`src/design/etc_defs.vh`:
```
`ifndef ETC_DEFS_VH
`define ETC_DEFS_VH
// Register byte offsets
`define ETC_OFF_CTRL 6'h00
`define ETC_OFF_SWTRIG 6'h04
`define ETC_OFF_PERIOD 6'h08
`define ETC_OFF_CH1 6'h0C
`define ETC_OFF_CH2 6'h10
`define ETC_OFF_CH3 6'h14
`define ETC_OFF_COUNT 6'h18
`define ETC_OFF_STATUS 6'h1C
// Control field positions
`define ETC_CTRL_MODE_HI 2
`define ETC_CTRL_MODE_LO 0
`define ETC_CTRL_RUN 3
`define ETC_CTRL_EVT_HI 5
`define ETC_CTRL_EVT_LO 4
`define ETC_CTRL_TRG_HI 7
`define ETC_CTRL_TRG_LO 6
`define ETC_CTRL_RST 8'h00
`define ETC_SWTRIG_BIT 0
`define ETC_STAT_WAIT 0
`define ETC_STAT_RUN 1
// Modes
`define ETC_MODE_EVENT 3'h1
`define ETC_MODE_PWM 3'h2
// Valid edge selections
`define ETC_EDGE_NONE 2'h0
`define ETC_EDGE_RISE 2'h1
`define ETC_EDGE_FALL 2'h2
`define ETC_EDGE_BOTH 2'h3
// Counter values
`define ETC_CNT_ZERO 16'h0000
`define ETC_CNT_ONE 16'h0001
`define ETC_CNT_MAX 16'hFFFF
`define ETC_CCR_RST 16'hFFFF
// Read data padding
`define ETC_PAD16 16'h0000
`define ETC_PAD24 24'h000000
`define ETC_PAD30 30'h00000000
`endif

```
`src/design/etc_chan.v`:
```
`timescale 1ns/1ps
`include "etc_defs.vh"

module etc_chan (
  input wire clk_sys,
  input wire rst_n,
  input wire [15:0] cmp_reg,
  input wire load,
  input wire [15:0] cnt,
  input wire [15:0] cnt_nxt,
  input wire evt_step,
  input wire pwm_on,
  input wire pwm_step,
  input wire trig_hit,
  input wire restart,
  output reg match_irq,
  output reg pwm_out
);

reg [15:0] buf_r;
reg irq_nxt;
reg out_nxt;

always @* begin
  irq_nxt = 1'b0;
  out_nxt = pwm_out;
  // event mode match once per period
  // unreachable buffer never matches
  if (evt_step && cnt == buf_r) begin
    irq_nxt = 1'b1;
  end
  // irq in the matching cycle
  if (pwm_step && cnt_nxt == buf_r) begin
    irq_nxt = 1'b1;
  end
  if (!pwm_on) begin
    out_nxt = 1'b0;
  // trigger forces output high
  end else if (trig_hit) begin
    out_nxt = 1'b1;
  // active for buffer count cycles
  end else if (pwm_step && cnt_nxt == buf_r) begin
    out_nxt = 1'b0;
  end else if (restart) begin
    out_nxt = 1'b1;
  end
end

always @(posedge clk_sys or negedge rst_n) begin
  if (!rst_n) begin
    buf_r <= `ETC_CCR_RST;
    match_irq <= 1'b0;
    pwm_out <= 1'b0;
  end else begin
    if (load) begin
      buf_r <= cmp_reg;
    end
    match_irq <= irq_nxt;
    pwm_out <= out_nxt;
  end
end

endmodule // etc_chan

```
`src/design/etc_sync_edge.v`:
```
`timescale 1ns/1ps
`include "etc_defs.vh"

module etc_sync_edge (
  input wire clk_sys,
  input wire rst_n,
  input wire pin,
  input wire [1:0] edge_sel,
  output reg edge_pulse
);

reg s1_r;
reg s2_r;
reg s3_r;
reg lvl_r;
reg pulse_nxt;
wire agree;
wire rise;
wire fall;

// Level accepted only while the two late stages agree
assign agree = (s2_r == s3_r);
assign rise = agree & s3_r & ~lvl_r;
assign fall = agree & ~s3_r & lvl_r;

// configured edge
always @* begin
  case (edge_sel)
    `ETC_EDGE_RISE: pulse_nxt = rise;
    `ETC_EDGE_FALL: pulse_nxt = fall;
    `ETC_EDGE_BOTH: pulse_nxt = rise | fall;
    default: pulse_nxt = 1'b0;
  endcase
end

// three-stage sync
always @(posedge clk_sys or negedge rst_n) begin
  if (!rst_n) begin
    s1_r <= 1'b0;
    s2_r <= 1'b0;
    s3_r <= 1'b0;
    lvl_r <= 1'b0;
    edge_pulse <= 1'b0;
  end else begin
    s1_r <= pin;
    s2_r <= s1_r;
    s3_r <= s2_r;
    if (agree) begin
      lvl_r <= s3_r;
    end
    edge_pulse <= pulse_nxt;
  end
end

endmodule // etc_sync_edge

```
`src/design/etc_timer.v`:
```
// Our own choices: the Avalon-MM slave port and the register offsets.
`timescale 1ns/1ps
`include "etc_defs.vh"

// Summary of operation
// mode field 001 selects event counting, only on this timer.
// mode field 010 selects triggered PWM, only on this timer.
// event mode run start clears counter FFFF to 0, loads period buffer.
// event mode counts valid event input edges, not clock cycles.
// counter equal to period buffer clears to 0 and pulses period irq.
// first period irq after N edges, later ones after N+1.
// period FFFF wraps to zero with irq, no overflow flag.
// event mode period write reaches buffer at once; overshoot wraps.
// event mode channel buffers load; smaller value matches once per period.
// channel value above period never raises its irq.
// software keeps outputs unused in event mode.
// software never writes 0000 to compare registers in event mode.
// software sets unused channel compares to FFFF and masks them.
// software uses interval mode when outputs needed with events.
// PWM run start waits; trigger clears counter, starts, drives outputs.
// trigger while running restarts counter, inverts toggle, drives channels high.
// channel output active for its compare value within period+1 cycles.
// toggle output has half period of period value plus one.
// PWM period irq on the step after match, with counter clear.
// PWM channel irq in the cycle counter equals its buffer.
// PWM buffers reload only at the start trigger and on period match clearing the counter.
// trigger is trigger input valid edge or software trigger write.
// event and trigger inputs synchronised and edge-selected first.
module etc_timer (
  input wire clk_sys,
  input wire rstn,
  input wire [5:0] avs_address,
  input wire avs_read,
  input wire avs_write,
  input wire [31:0] avs_writedata,
  output reg [31:0] avs_readdata,
  output reg avs_waitrequest,
  input wire event_count_input,
  input wire external_trigger_input,
  output reg period_toggle_out,
  output wire [2:0] channel_pwm_out,
  output reg period_match_irq,
  output wire [2:0] channel_match_irq
);

localparam ST_IDLE = 2'h0;
localparam ST_WAIT = 2'h1;
localparam ST_RUN = 2'h2;

function [15:0] etc_inc;
  input [15:0] v;
  begin
    etc_inc = v + `ETC_CNT_ONE;
  end
endfunction

function [31:0] etc_pad16;
  input [15:0] v;
  begin
    etc_pad16 = {`ETC_PAD16, v};
  end
endfunction

////////////////////////////////////////////////////////////////////////////////
// Reset release

reg rst_meta_r;
reg rst_n_r;

always @(posedge clk_sys or negedge rstn) begin
  if (!rstn) begin
    rst_meta_r <= 1'b0;
    rst_n_r <= 1'b0;
  end else begin
    rst_meta_r <= 1'b1;
    rst_n_r <= rst_meta_r;
  end
end

////////////////////////////////////////////////////////////////////////////////
// Declarations

reg [7:0] ctrl_r;
reg [15:0] per_r;
reg [15:0] ch_cmp_r [0:2];
reg swtrig_r;
reg [15:0] cnt_r;
reg [15:0] cnt_nxt;
reg [1:0] st_r;
reg [1:0] st_nxt;
reg [15:0] buf0_r;
reg first_r;
reg start_load;
reg trig_hit;
reg pmatch;
reg evt_step;
reg pwm_step;
reg [31:0] rd_nxt;
wire [2:0] mode;
wire run_en;
wire is_evt;
wire is_pwm;
wire evt_edge;
wire trg_edge;
wire trig;
wire req;
wire acc;
wire wr_acc;
wire wr_per;
wire [2:0] wr_ch;
wire pwm_on;
wire restart;
wire [2:0] ch_load;

assign mode = ctrl_r[`ETC_CTRL_MODE_HI:`ETC_CTRL_MODE_LO];
assign run_en = ctrl_r[`ETC_CTRL_RUN];
// event counting select
assign is_evt = (mode == `ETC_MODE_EVENT);
// triggered PWM select
assign is_pwm = (mode == `ETC_MODE_PWM);

////////////////////////////////////////////////////////////////////////////////
// Input synchronisers

etc_sync_edge u_evt_sync (
  .clk_sys(clk_sys),
  .rst_n(rst_n_r),
  .pin(event_count_input),
  .edge_sel(ctrl_r[`ETC_CTRL_EVT_HI:`ETC_CTRL_EVT_LO]),
  .edge_pulse(evt_edge)
);

etc_sync_edge u_trg_sync (
  .clk_sys(clk_sys),
  .rst_n(rst_n_r),
  .pin(external_trigger_input),
  .edge_sel(ctrl_r[`ETC_CTRL_TRG_HI:`ETC_CTRL_TRG_LO]),
  .edge_pulse(trg_edge)
);

// hardware or software trigger
assign trig = trg_edge | swtrig_r;

////////////////////////////////////////////////////////////////////////////////
// Register bus

// One wait state on every access keeps read data a plain flop
assign req = avs_read | avs_write;
assign acc = req & ~avs_waitrequest;
assign wr_acc = acc & avs_write;
assign wr_per = wr_acc & (avs_address == `ETC_OFF_PERIOD);
assign wr_ch[0] = wr_acc & (avs_address == `ETC_OFF_CH1);
assign wr_ch[1] = wr_acc & (avs_address == `ETC_OFF_CH2);
assign wr_ch[2] = wr_acc & (avs_address == `ETC_OFF_CH3);

always @* begin
  case (avs_address)
    `ETC_OFF_CTRL: rd_nxt = {`ETC_PAD24, ctrl_r};
    `ETC_OFF_PERIOD: rd_nxt = etc_pad16(per_r);
    `ETC_OFF_CH1: rd_nxt = etc_pad16(ch_cmp_r[0]);
    `ETC_OFF_CH2: rd_nxt = etc_pad16(ch_cmp_r[1]);
    `ETC_OFF_CH3: rd_nxt = etc_pad16(ch_cmp_r[2]);
    `ETC_OFF_COUNT: rd_nxt = etc_pad16(cnt_r);
    `ETC_OFF_STATUS: rd_nxt = {`ETC_PAD30, st_r == ST_RUN, st_r == ST_WAIT};
    default: rd_nxt = {`ETC_PAD16, `ETC_PAD16};
  endcase
end

always @(posedge clk_sys or negedge rst_n_r) begin
  if (!rst_n_r) begin
    avs_waitrequest <= 1'b1;
    avs_readdata <= {`ETC_PAD16, `ETC_PAD16};
  end else begin
    if (acc) begin
      avs_waitrequest <= 1'b1;
    end else if (req) begin
      avs_waitrequest <= 1'b0;
      avs_readdata <= rd_nxt;
    end
  end
end

always @(posedge clk_sys or negedge rst_n_r) begin
  if (!rst_n_r) begin
    ctrl_r <= `ETC_CTRL_RST;
    per_r <= `ETC_CCR_RST;
    ch_cmp_r[0] <= `ETC_CCR_RST;
    ch_cmp_r[1] <= `ETC_CCR_RST;
    ch_cmp_r[2] <= `ETC_CCR_RST;
    swtrig_r <= 1'b0;
  end else begin
    // software trigger is a one-cycle strobe
    swtrig_r <= wr_acc & (avs_address == `ETC_OFF_SWTRIG)
      & avs_writedata[`ETC_SWTRIG_BIT];
    if (wr_acc && avs_address == `ETC_OFF_CTRL) begin
      ctrl_r <= avs_writedata[7:0];
    end
    if (wr_per) begin
      per_r <= avs_writedata[15:0];
    end
    if (wr_ch[0]) begin
      ch_cmp_r[0] <= avs_writedata[15:0];
    end
    if (wr_ch[1]) begin
      ch_cmp_r[1] <= avs_writedata[15:0];
    end
    if (wr_ch[2]) begin
      ch_cmp_r[2] <= avs_writedata[15:0];
    end
  end
end

////////////////////////////////////////////////////////////////////////////////
// Counter state machine

always @* begin
  st_nxt = st_r;
  cnt_nxt = cnt_r;
  start_load = 1'b0;
  trig_hit = 1'b0;
  pmatch = 1'b0;
  evt_step = 1'b0;
  pwm_step = 1'b0;
  if (!run_en) begin
    st_nxt = ST_IDLE;
    cnt_nxt = `ETC_CNT_MAX;
  end else begin
    case (st_r)
      ST_IDLE: begin
        // start clears counter, loads buffers
        if (is_evt) begin
          st_nxt = ST_RUN;
          cnt_nxt = `ETC_CNT_ZERO;
          start_load = 1'b1;
        // PWM start waits for a trigger
        end else if (is_pwm) begin
          st_nxt = ST_WAIT;
        end
      end
      ST_WAIT: begin
        if (!is_pwm) begin
          st_nxt = ST_IDLE;
        // trigger starts counting from zero
        end else if (trig) begin
          st_nxt = ST_RUN;
          cnt_nxt = `ETC_CNT_ZERO;
          start_load = 1'b1;
          trig_hit = 1'b1;
        end
      end
      ST_RUN: begin
        if (is_evt) begin
          // step only on event edges
          if (evt_edge) begin
            evt_step = 1'b1;
            // first period one edge shorter
            // match clears and interrupts
            // FFFF match wraps without overflow flag
            if (first_r ? (etc_inc(cnt_r) == buf0_r) : (cnt_r == buf0_r)) begin
              cnt_nxt = `ETC_CNT_ZERO;
              pmatch = 1'b1;
            end else begin
              cnt_nxt = etc_inc(cnt_r);
            end
          end
        end else if (is_pwm) begin
          // retrigger restarts, beats a match
          if (trig) begin
            cnt_nxt = `ETC_CNT_ZERO;
            trig_hit = 1'b1;
          end else begin
            pwm_step = 1'b1;
            // clear on step after match
            if (cnt_r == buf0_r) begin
              cnt_nxt = `ETC_CNT_ZERO;
              pmatch = 1'b1;
            end else begin
              cnt_nxt = etc_inc(cnt_r);
            end
          end
        end else begin
          st_nxt = ST_IDLE;
          cnt_nxt = `ETC_CNT_MAX;
        end
      end
      default: begin
        st_nxt = ST_IDLE;
        cnt_nxt = `ETC_CNT_MAX;
      end
    endcase
  end
end

assign pwm_on = is_pwm & run_en & (st_r != ST_IDLE);
assign restart = pwm_step & pmatch;

always @(posedge clk_sys or negedge rst_n_r) begin
  if (!rst_n_r) begin
    st_r <= ST_IDLE;
    cnt_r <= `ETC_CNT_MAX;
    buf0_r <= `ETC_CCR_RST;
    first_r <= 1'b0;
    period_match_irq <= 1'b0;
    period_toggle_out <= 1'b0;
  end else begin
    st_r <= st_nxt;
    cnt_r <= cnt_nxt;
    if (start_load) begin
      first_r <= is_evt;
    end else if (pmatch) begin
      first_r <= 1'b0;
    end
    // event mode write reaches buffer at once
    // PWM reload only at start trigger and period clear
    if (start_load || (wr_per && is_evt && st_r == ST_RUN) || restart) begin
      buf0_r <= wr_per ? avs_writedata[15:0] : per_r;
    end
    // period irq pulse
    period_match_irq <= pmatch;
    // toggle on every period clear
    // toggle on every trigger
    if (!pwm_on) begin
      period_toggle_out <= 1'b0;
    end else if (trig_hit || restart) begin
      period_toggle_out <= ~period_toggle_out;
    end
  end
end

////////////////////////////////////////////////////////////////////////////////
// Channels

// Writes in event mode pass straight to the buffer; PWM waits for the clear
// event mode channel buffers follow writes
assign ch_load = {3{start_load | restart}} | (wr_ch & {3{is_evt && st_r == ST_RUN}});

genvar gi;
generate
  for (gi = 0; gi < 3; gi = gi + 1) begin : g_ch
    etc_chan u_chan (
      .clk_sys(clk_sys),
      .rst_n(rst_n_r),
      .cmp_reg(wr_ch[gi] ? avs_writedata[15:0] : ch_cmp_r[gi]),
      .load(ch_load[gi]),
      .cnt(cnt_r),
      .cnt_nxt(cnt_nxt),
      .evt_step(evt_step),
      .pwm_on(pwm_on),
      .pwm_step(pwm_step),
      .trig_hit(trig_hit),
      .restart(restart),
      .match_irq(channel_match_irq[gi]),
      .pwm_out(channel_pwm_out[gi])
    );
  end
endgenerate

endmodule // etc_timer

```
`config.mk`:
```
export PLATFORM = sky130hd
export DESIGN_NAME = etc_timer
export DESIGN_NICKNAME = d
export VERILOG_FILES = /design/src/design/etc_chan.v /design/src/design/etc_sync_edge.v /design/src/design/etc_timer.v
export VERILOG_INCLUDE_DIRS = /design/src /design/src/design
export SDC_FILE = /design/constraint.sdc
export NUM_CORES = 1
export LEC_CHECK = 0
export ABC_AREA = 1
export BUFFER_PORTS_ARGS = -buffer_cell sky130_fd_sc_hd__buf_4
export CORE_MARGIN = 2
export CORE_UTILIZATION = 58
export DETAILED_ROUTE_END_ITERATION = 8
export HOLD_SLACK_MARGIN = 0.02
export MAX_ROUTING_LAYER = met4
export PLACE_DENSITY_LB_ADDON = 0.15
export SYNTH_ARGS = -nofsm -noshare
export SYNTH_HDL_FRONTEND = slang
export SYNTH_SLANG_ARGS = --single-unit
```
`constraint.sdc`:
```
create_clock -name clk_sys -period 7 [get_ports clk_sys]
set_input_delay 0 -clock clk_sys [delete_from_list [all_inputs] [get_ports clk_sys]]
set_output_delay 0 -clock clk_sys [all_outputs]
set_load 0.005 [all_outputs]
```
# --- Yosys cells after proc, flatten, opt, wreduce, memory -nomap -nowiden ---
# Cells that the tools add are included.
totals:
  elab_cells: 198
  inputBits: 44
  regBits: 209
  out_inout_bits: 41
op_classes:
  addsub: 1
  reduce_logical: 20
  bitwise_logic: 33
  n_eq_ne: 35
  n_mux: 74
op_table:
  columns: ["cell", "n"]
  rows:
  - ["16-bit two-way mux", 14]
  - ["16-bit equality test", 8]
  - ["16-bit one-hot mux with 7 select lines", 1]
  - ["16-bit one-hot mux with 3 select lines", 1]
  - ["1-bit two-way mux", 46]
  - ["6-bit by 5-bit equality test with 1-bit output, second input constant", 4]
  - ["1-bit AND", 19]
  - ["16-bit by 1-bit adder with 16-bit output, second input constant", 1]
  - ["2-bit two-way mux", 7]
  - ["6-bit by 4-bit equality test with 1-bit output, second input constant", 2]
  - ["4-bit != test, second input constant", 3]
  - ["2-bit equality test, second input constant", 5]
  - ["1-bit logical AND", 10]
  - ["4-bit by 3-bit != test with 1-bit output, second input constant", 2]
  - ["1-bit NOT", 7]
  - ["2-bit by 1-bit equality test with 1-bit output, second input constant", 3]
  - ["6-bit by 3-bit equality test with 1-bit output, second input constant", 1]
  - ["6-bit logical NOT", 1]
  - ["3-bit != test, second input constant", 2]
  - ["1-bit one-hot mux with 3 select lines", 2]
  - ["2-bit one-hot mux with 3 select lines", 1]
  - ["2-bit nonzero test", 3]
  - ["1-bit OR", 5]
  - ["1-bit one-hot mux with 2 select lines", 2]
  - ["other kinds (10)", 13]

# --- Logic depth before layout (Yosys ltp) ---
# Gate-level depths: netlist of run 1.
depth:
  ltp_word: 13
  mapped_depth: 25
  mapped_depth_nobuf: 23

# --- Hierarchy ---
# A second synthesis of run 1 with hierarchy kept.
hier_totals:
  hier_cells: 1520
  hier_area_um2: 11287.1
modules_own_cells:
  columns: ["module", "cells_per_inst", "n_inst", "seq_area_each_um2", "area_each_um2"]
  rows:
  - ["etc_timer", 947, 1, 3349.5, 7302.0]
  - ["etc_chan", 181, 3, 470.5, 1199.9]
  - ["etc_sync_edge", 15, 2, 125.1, 192.7]

# --- Worst setup path before layout of run 1 ---
# No wires, ideal clock.
synth_path:
  kind: "flip-flop to flip-flop"
  startpoint: "register cnt_r[0]"
  endpoint: "register g_ch[0].u_chan.buf_r[14]"
  arrival_time_ps: 2570
  path_stages_with_launch: 18
  path_buffers: 1
  synth_period_minus_slack_ps: 2654
  setup_slack_ps: 4346
  setup_ps: 85
  required_ps: 6915
  path_cell_list: "dfstp_2 ha_1 nand3_4 o21ai_1 nand2_1 nand2_1 nand2_1 nor2_1 nand4_4 nand2_2 nand2_1 a21boi_1 nand4_1 nand2_1 inv_2 nand2_1 buf_4 mux2_1"
synth_between:
  elab_chain_len: 11
  elab_cells_between_ends: 15
  classes_between: "1 x add/sub; 2 x eq/ne; 9 x mux; 3 x bitwise"
synth_rtl:
  columns: ["item", "line_no", "text"]
  rows:
  - ["start, declared", "etc_timer.v:87", "reg [15:0] cnt_r;"]
  - ["start signal, assigned", "etc_timer.v:300", "cnt_r <= `ETC_CNT_MAX;"]
  - ["start signal, assigned", "etc_timer.v:307", "cnt_r <= cnt_nxt;"]
  - ["16-bit by 1-bit adder with 16-bit output (no line)", null, null]
  - ["16-bit equality test", "etc_timer.v:259", "if (first_r ? (etc_inc(cnt_r) == buf0_r) : (cnt_r == buf0_r)) begin"]
  - ["1-bit two-way mux (2 in series)", "etc_timer.v:259", null]
  - ["1-bit two-way mux", "etc_timer.v:254", "if (evt_edge) begin"]
  - ["1-bit two-way mux (*)", "etc_timer.v:252", "if (is_evt) begin"]
  - ["1-bit two-way mux (*)", "etc_timer.v:228", "case (st_r)"]
  - ["1-bit two-way mux (*)", "etc_timer.v:224", "if (!run_en) begin"]
  - ["1-bit AND (*)", "etc_timer.v:295", "assign restart = pwm_step & pmatch;"]
  - ["1-bit OR (*)", "etc_timer.v:335", "assign ch_load = {3{start_load | restart}} | (wr_ch & {3{is_evt && st_r == ST_RUN}});"]
  - ["3-bit OR (*)", "etc_timer.v:335", null]
  - ["end signal, assigned", "etc_chan.v:51", "buf_r <= `ETC_CCR_RST;"]
  - ["end signal, assigned", "etc_chan.v:56", "buf_r <= cmp_reg;"]
  - ["end, declared", "etc_chan.v:20", "reg [15:0] buf_r;"]
# Every way passes the cells marked *; elsewhere a longest branch is shown, timed or not.
# A chain may end at the register's enable or synchronous reset.

# --- Worst setup path after layout of run 1 ---
layout_path:
  startpoint: "register cnt_r[3]"
  endpoint: "register g_ch[0].u_chan.buf_r[14]"
# Same word-level chain as after synthesis.

==> impl_metrics.yaml, run 1 <==
routing:
  drtIter0Drc: 1160
  drt_wl_total_um: 35500
  post_drt_wl_per_cell_um: 19.7
  via_count: 10400
  drc: 0
  detail-route-antenna-nets: 0
  vias_per_cell: 5.76
  drt-pass1-iter-count: 6
synth:
  synth_cell_types: 56
  ys_ff_latch: 193
  avgSynthCellArea_um2: 7.80
  synth_area_mm2: 0.0115
  ys_seq_area_frac: 0.435
  netlist_instances: 1479
  synthFlopType: "dfstp_2"
  synth-edff-count: 0
  ys_warn_count: 0
  async_flop_share: 1.00
floorplan:
  rows: 51
  core_area_mm2: 0.0195
  pin_count: 85
  die-area_mm2: 0.0210
  chipHeight_um: 145
  start_util: 0.592
  dieWidth_um: 145
timing:
  fmax_ghz: 0.205
  fin_crit_ns: 4.87
  clock-skew-final_ns: 0.0151
  hold_viol_final: 0
  slew_headroom: 0.359
  worst_pin_slew_ns: 0.961
  fin_crit_sh: 0.696
  fin_tns_setup_ns: 0
  drv_slew: 0
  rsz0062_at_grt: "false"
  setup_viol: 0
status:
  status: "finished, final reports clean"
worst_hold_path:
  holdPathStages: 5
  hold_path.class: "primary input to register"
placed_design:
  routabilityCongestion: 0.977
  port_buffers: 52
  dp_hpwl_um: 26000
clock_network:
  cts_max_level: 4
  clk_pin_slew_ns: 0.08
  cts_buffers: 17
  root_buffer: "clkbuf_16"
  cts_tree: "built"
  clock_latency_ns: 0.45
  clk_path_buf_depth: 2
  cts.sinks: 193
setup_path:
  arrival_ns: 5.24
  rr_worst_depth: 14
  critPathKind: "register to register"
  startpoint_type: "register"
  end_kind: "register"
  cp.required_ns: 7.37
  critPathMaxFanout: 30
final_layout:
  synthToLayoutAreaGrowth_pct: 10.7
  nets: 1574
  layout_common_cells: "405 x nand2_1, 154 x inv_1, 145 x dfstp_2"
  drive_gt1_frac: 0.211
  diodes: 0
  layout_commonest_cell: "nand2_1"
power_and_ir_drop:
  seq_power_share: 0.468
  p_comb_frac: 0.179
  power.density_mw_per_mm2: 225
  ir_drop_mv: 0.201
  p_sw_frac: 0.326
  total_power_mw: 2.87
  internal_power_mw: 1.93
  total_leakage_power_nw: 5.88
  p_sw_mw: 0.936
  p_clk_frac: 0.352
run:
  maxCapViolCount: 0
global_route:
  grt_overflow: 0
  grt_pass1_wl_um: 55600
  grt_usage: 0.352
  grt_max_degree: 77
  antenna_found_initial: 0
  grt_pass1_vias: 10100
## metrics by stage
step,cell area [um^2],setup WS (ns),utilization,instances,hold slack (ns)
after CTS,12800,2.25,0.656,1799,0.116
after detailed placement,11900,2.27,0.611,1740,-0.216
after global placement,11900,2.42,0.611,1740,-0.218
after floorplan,11600,1.48,-,1494,-0.296
final,12800,2.13,0.656,1799,0.132
after global routing,12800,1.91,0.656,1799,0.177
## critical path, cell delays in order, from the launching register on
cell and delay [ns]:
dfstp_2 0.73, inv_1 0.14, nand2_1 0.13, nand4_1 0.16
nor2_1 0.14, nand4_1 0.59, or2_1 0.82, nand2_2 0.30
nand2_1 0.08, a21boi_1 0.15, nand4_1 0.16, nand2_1 0.20
inv_2 0.09, nand2_1 0.69, mux2_1 0.40
## cell families (layout without fill, tap and decap cells)
family / count (synthesis) / count (layout) / synth area share
fa+ha+maj: 9 / 9 / 0.00977
mux: 10 / 10 / 0.00977
simple gates: 686 / 686 / 0.271
other cells: 2 / 17 / 0.000651
xor+xnor: 58 / 58 / 0.0454
buf+inv: 251 / 291 / 0.0984
compound gates: 270 / 270 / 0.130
flops: 193 / 193 / 0.435
## power by group through the flow
stage          clock network, mW  logic, mW  registers, mW
4_1_cts                     1.02      0.505           1.34
2_1_floorplan                  0      0.353           1.34
3_5_place_dp                   0      0.491           1.36
5_1_grt                     1.06      0.567           1.36
6_report                    1.01      0.514           1.34
3_3_place_gp                   0      0.480           1.36
## area by class of cell
| cell class | instances | area [um^2] |
|---|---|---|
| fill | 1722 | 6700 |
| multi-input combinational | 1050 | 5440 |
| sequential | 193 | 5010 |
| timing repair buffer | 89 | 736 |
| inverter | 170 | 642 |
| clock buffer | 17 | 425 |
| tap | 265 | 332 |
| clock inverter | 15 | 173 |
## metal layers
layer  routed length [um]  vias to the layer above  track usage
li1                     -                     4831            -
met1                14600                     5000        0.452
met2                16400                      438        0.545
met3                 2710                      101       0.0575
met4                 1830                        0        0.176
met5                    0                        -            -
## flip-flops by register name, summed over array words and instances (netlist names), 2 cells and up
register               cells
buf0_r                    16
cnt_r                     16
ch_cmp_r                  48
avs_readdata              16
g_ch.u_chan.match_irq      3
g_ch.u_chan.pwm_out        3
ctrl_r                     8
per_r                     16
g_ch.u_chan.buf_r         48
st_r                       2
## path summary, 6_finish.rpt
check / startpoint / end / slack [ns]
max: cnt_r[3]$_DFF_PN1_ / g_ch[0].u_chan.buf_r[14]$_DFFE_PN1P_ / 2.13
min reg2reg: u_evt_sync.s1_r$_DFF_PN0_ / u_evt_sync.s2_r$_DFF_PN0_ / 0.36
min in group asynchronous: rstn / rst_n_r$_DFF_PN0_ / 0.43
max in group asynchronous: rst_n_r$_DFF_PN0_ / avs_readdata[3]$_DFFE_PN0P_ / 5.01
max reg2reg: cnt_r[3]$_DFF_PN1_ / g_ch[0].u_chan.buf_r[14]$_DFFE_PN1P_ / 2.13
min: avs_address[3] / avs_readdata[7]$_DFFE_PN0P_ / 0.13
## cells in the mapped netlist, types with 5 or more instances
library cell  count  area share
nand2_1         405        0.13
inv_1           154       0.050
dfstp_2         145        0.33
o21ai_0         117       0.051
nor2_1          100       0.033
nand3_1          75       0.033
a21oi_1          50       0.022
dfrtp_1          48        0.10
xor2_1           38       0.029
o21ai_1          33       0.014
buf_4            31       0.020
clkbuf_1         25      0.0081
nand2_2          25       0.014
o22ai_1          21       0.011
nand4_1          19       0.010
xnor2_1          18       0.014
buf_2            16      0.0069
nand2_4          12       0.012
a31oi_1          10      0.0054
inv_2            10      0.0033
nor3_1           10      0.0043
ha_1              9      0.0098
a22oi_1           8      0.0052
nand3_2           8      0.0069
nor4_1            8      0.0043
a211oi_1          7      0.0046
buf_6             7      0.0068
o21a_1            7      0.0046
mux2_1            5      0.0049
mux2_2            5      0.0049
## repair_timing
action | in CTS | in global routing
resized for setup | 0 | 0
setup buffers | 0 | 0
hold buffers | 27 | 0
endpoints found under the hold margin | 102 | 0
No activity file was read; power rests on OpenSTA's default activity.
==> run 2, diff against run 1 <==
Clock period 7 ns to 5 ns, I/O delays scaled along.
==> impl_metrics.yaml, run 2 (same netlist as run 1, synthesis figures left out) <==
status:
  status: "finished, final reports clean"
final_layout:
  synthToLayoutAreaGrowth_pct: 11.5
  layout_commonest_cell: "nand2_1"
  seqCellArea_mm2: 0.00501
  reg_top3: "ch_cmp_r (48), g_ch.u_chan.buf_r (48)"
  nets: 1580
  diodes: 0
  drive_gt1_frac: 0.213
  fin_cells: 1805
  fillCellCount: 1690
  design_area_mm2: 0.0129
  layout_common_cells: "405 x nand2_1, 154 x inv_1, 145 x dfstp_2"
  multiInputGateArea_mm2: 0.00544
global_route:
  grt_pass1_vias: 9872
  grt_usage: 0.346
  grt_pass1_wl_um: 54300
  grt_overflow: 0
  grt_max_degree: 123
  antenna_found_initial: 0
worst_hold_path:
  hold_start: "external_trigger_input"
  hold_path.class: "primary input to register"
placed_design:
  routabilityCongestion: 0.996
  place_area_mm2: 0.0119
  placed_cells_incl_taps: 1744
  dp_hpwl_um: 26000
  port_buffers: 52
clock_network:
  clk_path_buf_depth: 2
  clock_latency_ns: 0.45
  post-cts-setup-buffer-count: 0
  cts_tree: "built"
  cts_buffers: 17
  root_buffer: "clkbuf_16"
  clk_pin_slew_ns: 0.08
  holdBufCountCts: 29
  cts.sinks: 193
  cts-resized-gates: 0
  cts_max_level: 4
timing:
  slew_headroom: 0.408
  fin_tns_setup_ns: 0
  drv_slew: 0
  hold_viol_final: 0
  clock-skew-final_ns: 0.0149
  rsz0062_at_grt: "false"
  fmax_ghz: 0.257
  fin_crit_sh: 0.777
  worst_pin_slew_ns: 0.886
  fin_crit_ns: 3.89
  setup_viol: 0
  worst_hold_slack_ns: 0.224
power_and_ir_drop:
  ir_drop_mv: 0.236
  power.density_mw_per_mm2: 316
  total_leakage_power_nw: 5.92
setup_path:
  timing.critical_path.from: "cnt_r[0]$_DFF_PN1_"
  cp_top_family: "simple AND/OR/NAND/NOR gates"
  crit_chain: "ha_1, nand3_4, nor2_4, nand2_1, nand3_1, nand3_1, nor2_1, nand4_4, buf_4, nand2_2, nand2_1, a21boi_1, nand4_1, nand2_1, inv_2, nand2_1, buf_4, mux2_1"
  r2r_slack_ns: 1.11
  critPathKind: "register to register"
  critPathMaxFanout: 23
  cp_num_buf_inv: 3
  end_kind: "register"
  cp_slowest_cell: "dfstp_2"
  cp_common_cell: "nand2_1"
  slowest_delay_ns: 0.70
  arrival_ns: 4.26
  r2r_start: "cnt_r[0]$_DFF_PN1_"
  startpoint_type: "register"
  cp.required_ns: 5.37
routing:
  drt_wl_total_um: 34900
  post_drt_wl_per_cell_um: 19.3
  drc: 0
  vias_per_cell: 5.65
  drtIter0Drc: 886
  drt-pass1-iter-count: 8
  detail-route-antenna-nets: 0
  via_count: 10200
floorplan:
  core_area_mm2: 0.0195
  pin_count: 85
  dieWidth_um: 145
  rows: 51
  start_util: 0.592
  chipHeight_um: 145
  die-area_mm2: 0.0210
run:
  maxCapViolCount: 0
[run 2: worst paths after layout]
| check | endpoint | depth (start not counted) |
|---|---|---|
| setup / recovery | g_ch[0].u_chan.buf_r[14]$_DFFE_PN1P_ | 18 |
| min in group asynchronous | g_ch[2].u_chan.match_irq$_DFF_PN0_ | 0 |
| max in group asynchronous | u_trg_sync.s2_r$_DFF_PN0_ | 1 |
| hold reg to reg | g_ch[2].u_chan.match_irq$_DFF_PN0_ | 0 |
| setup reg to reg | g_ch[0].u_chan.buf_r[14]$_DFFE_PN1P_ | 18 |
| hold / removal | u_trg_sync.s1_r$_DFF_PN0_ | 2 |
[run 2: cell type report]
cell class / instances / area share
flip-flops and latches: 193 / 0.390
multi-input cells: 1050 / 0.423
clock inverters: 14 / 0.0135
inverters: 170 / 0.0499
clock buffers: 18 / 0.0351
repair buffers: 95 / 0.0621
well taps: 265 / 0.0258
[run 2: per-stage QoR]
stage	total power [mW]	util	setup slack [ns]
6_report	4.05	0.660	1.11
5_1_grt	4.23	0.660	0.867
4_1_cts	4.06	0.660	1.18
3_5_place_dp	2.60	0.613	1.21
3_3_place_gp	2.59	0.613	1.24
2_1_floorplan	2.37	-	1.95
[run 2: power breakdown]
part	switching, mW	total, mW	internal [mW]
logic	0.494	0.738	0.244
clock network	0.724	1.44	0.715
registers	0.0951	1.88	1.78
total	1.31	4.05	2.74
[run 2: metal layers]
layer,up-vias,GRT usage,wire length (um)
met4,0,0.143,1470
li1,4833,-,-
met1,4808,0.456,14400
met2,469,0.543,16400
met3,84,0.0503,2650
met5,-,-,0
==> run 3, diff against run 2 <==
Clock period 5 ns to 3.9 ns, I/O delays scaled along.
==> impl_metrics.yaml, run 3 (same netlist as run 1, synthesis figures left out) <==
status:
  status: "finished, final reports clean"
placed_design:
  placed_cells_incl_taps: 1764
  dp_hpwl_um: 26700
  place_area_mm2: 0.0121
  routabilityCongestion: 1.03
  port_buffers: 52
clock_network:
  cts_buffers: 17
  root_buffer: "clkbuf_16"
  clk_pin_slew_ns: 0.08
  cts.sinks: 193
  clk_path_buf_depth: 2
  cts_tree: "built"
  cts_max_level: 4
  clock_latency_ns: 0.45
global_route:
  grt_overflow: 0
  antenna_found_initial: 0
  grt_pass1_vias: 9803
  grt_pass1_wl_um: 55000
  grt_usage: 0.351
  grt_max_degree: 76
timing:
  setup_viol: 0
  clock-skew-final_ns: 0.0146
  fmax_ghz: 0.274
  fin_crit_ns: 3.65
  fin_tns_setup_ns: 0
  slew_headroom: 0.254
  rsz0062_at_grt: "false"
  fin_crit_sh: 0.937
  hold_viol_final: 0
  drv_slew: 0
  worst_hold_slack_ns: 0.194
  worst_pin_slew_ns: 1.11
setup_path:
  critPathMaxFanout: 10
  r2r_slack_ns: 0.25
  rr_worst_depth: 23
  startpoint_type: "register"
  timing.critical_path.from: "cnt_r[1]$_DFF_PN1_"
  r2r_start: "cnt_r[1]$_DFF_PN1_"
  arrival_ns: 4.00
  cp.required_ns: 4.25
  reg2reg_to: "g_ch[1].u_chan.pwm_out$_DFFE_PN0P_"
  critPathKind: "register to register"
  end_kind: "register"
worst_hold_path:
  hold_end: "u_trg_sync.s1_r$_DFF_PN0_"
  holdPathStages: 2
  hold_path.class: "primary input to register"
  hold_start: "external_trigger_input"
routing:
  drc: 0
  via_count: 10400
  drtIter0Drc: 946
  post_drt_wl_per_cell_um: 19.3
  drt-pass1-iter-count: 6
  drt_wl_total_um: 35300
  vias_per_cell: 5.67
  detail-route-antenna-nets: 0
floorplan:
  chipHeight_um: 145
  rows: 51
  pin_count: 85
  die-area_mm2: 0.0210
  core_area_mm2: 0.0195
  dieWidth_um: 145
  start_util: 0.592
power_and_ir_drop:
  p_sw_mw: 1.74
  power.density_mw_per_mm2: 403
  p_comb_frac: 0.181
  total_leakage_power_nw: 6.03
  p_sw_frac: 0.331
  internal_power_mw: 3.51
  ir_drop_mv: 0.304
  p_clk_frac: 0.360
  seq_power_share: 0.459
final_layout:
  diodes: 0
  nets: 1601
  post-route-util: 0.670
  reg_top3: "ch_cmp_r (48), g_ch.u_chan.buf_r (48)"
  drive_gt1_frac: 0.225
  synthToLayoutAreaGrowth_pct: 13.1
  fin_cells: 1826
  layout_common_cells: "405 x nand2_1, 154 x inv_1, 145 x dfstp_2"
  layout_commonest_cell: "nand2_1"
  design_area_mm2: 0.0130
run:
  maxCapViolCount: 0
-- run 3: changes by cell type in the layout (fill, tap and decap cells not counted), sizes merged --
cell	change
buf	+24
dlygate4sd3	-3
clkbuf	-1
clkinv	+2
clkinvlp	-1
-- run 3: worst max path at each step --
stage                                      endpoint  slack [ns]  cells past startpoint
6_report         g_ch[1].u_chan.pwm_out$_DFFE_PN0P_        0.25                     23
5_1_grt         g_ch[0].u_chan.buf_r[9]$_DFFE_PN1P_        0.08                     20
4_1_cts        g_ch[2].u_chan.buf_r[11]$_DFFE_PN1P_        0.25                     16
3_5_place_dp   g_ch[2].u_chan.buf_r[11]$_DFFE_PN1P_        0.28                     16
3_3_place_gp   g_ch[2].u_chan.buf_r[11]$_DFFE_PN1P_        0.32                     16
2_1_floorplan           avs_readdata[0]$_DFFE_PN0P_        0.85                      0
-- run 3: worst max-delay path, stage by stage, from the launching register on --
cell and delay [ns]:
dfstp_2 0.68, ha_1 0.32, nand3_4 0.15, inv_2 0.11, nand2_1 0.14, nand2_1 0.10, nand2_1 0.06, nor2_1 0.11
nand2_1 0.09, nor2_2 0.13, nand4_4 0.24, buf_4 0.24, nand3b_2 0.07, nand2_2 0.06, nand2_4 0.09, nand2_4 0.07
nand2_1 0.22, nand2_1 0.08, nor2_1 0.12, nand2_1 0.09, nor2_1 0.09, nand3_1 0.13, nand3_1 0.10, nand2_1 0.05
-- run 3: cell type report --
class                      instances  area (um^2)
sequential                       193         5010
fill                            1677         6420
multi-input combinational       1050         5450
tap                              265          332
clock inverter                    15          218
timing repair buffer             116          961
inverter                         170          642
clock buffer                      17          425
-- run 3: repair_timing --
action	in CTS	in global routing
endpoints found under the setup margin	0	27
hold endpoints to repair	103	0
gates resized for setup	0	1
buffers inserted	0	4
hold buffers	26	0
-- run 3: power groups by stage --
stage,Sequential [mW],Combinational (mW),Clock [mW]
2_1_floorplan,2.41,0.634,0
3_3_place_gp,2.43,0.898,0
3_5_place_dp,2.44,0.912,0
4_1_cts,2.41,0.938,1.91
5_1_grt,2.43,1.05,1.99
6_report,2.41,0.952,1.89
-- run 3: layer usage --
layer  vias to the layer above  global-route usage  share of wire
met4                         0               0.135          0.036
met3                        71              0.0462          0.070
met1                      4961               0.464           0.42
met2                       456               0.555           0.47
li1                       4867                   -              -
met5                         -                   -              0
-- run 3: stage by stage --
step | power, mW | setup WS (ns)
floorplan | 3.04 | 0.855
global placement | 3.33 | 0.316
detailed placement | 3.35 | 0.277
CTS | 5.25 | 0.250
global route | 5.47 | 0.0840
finish | 5.25 | 0.246
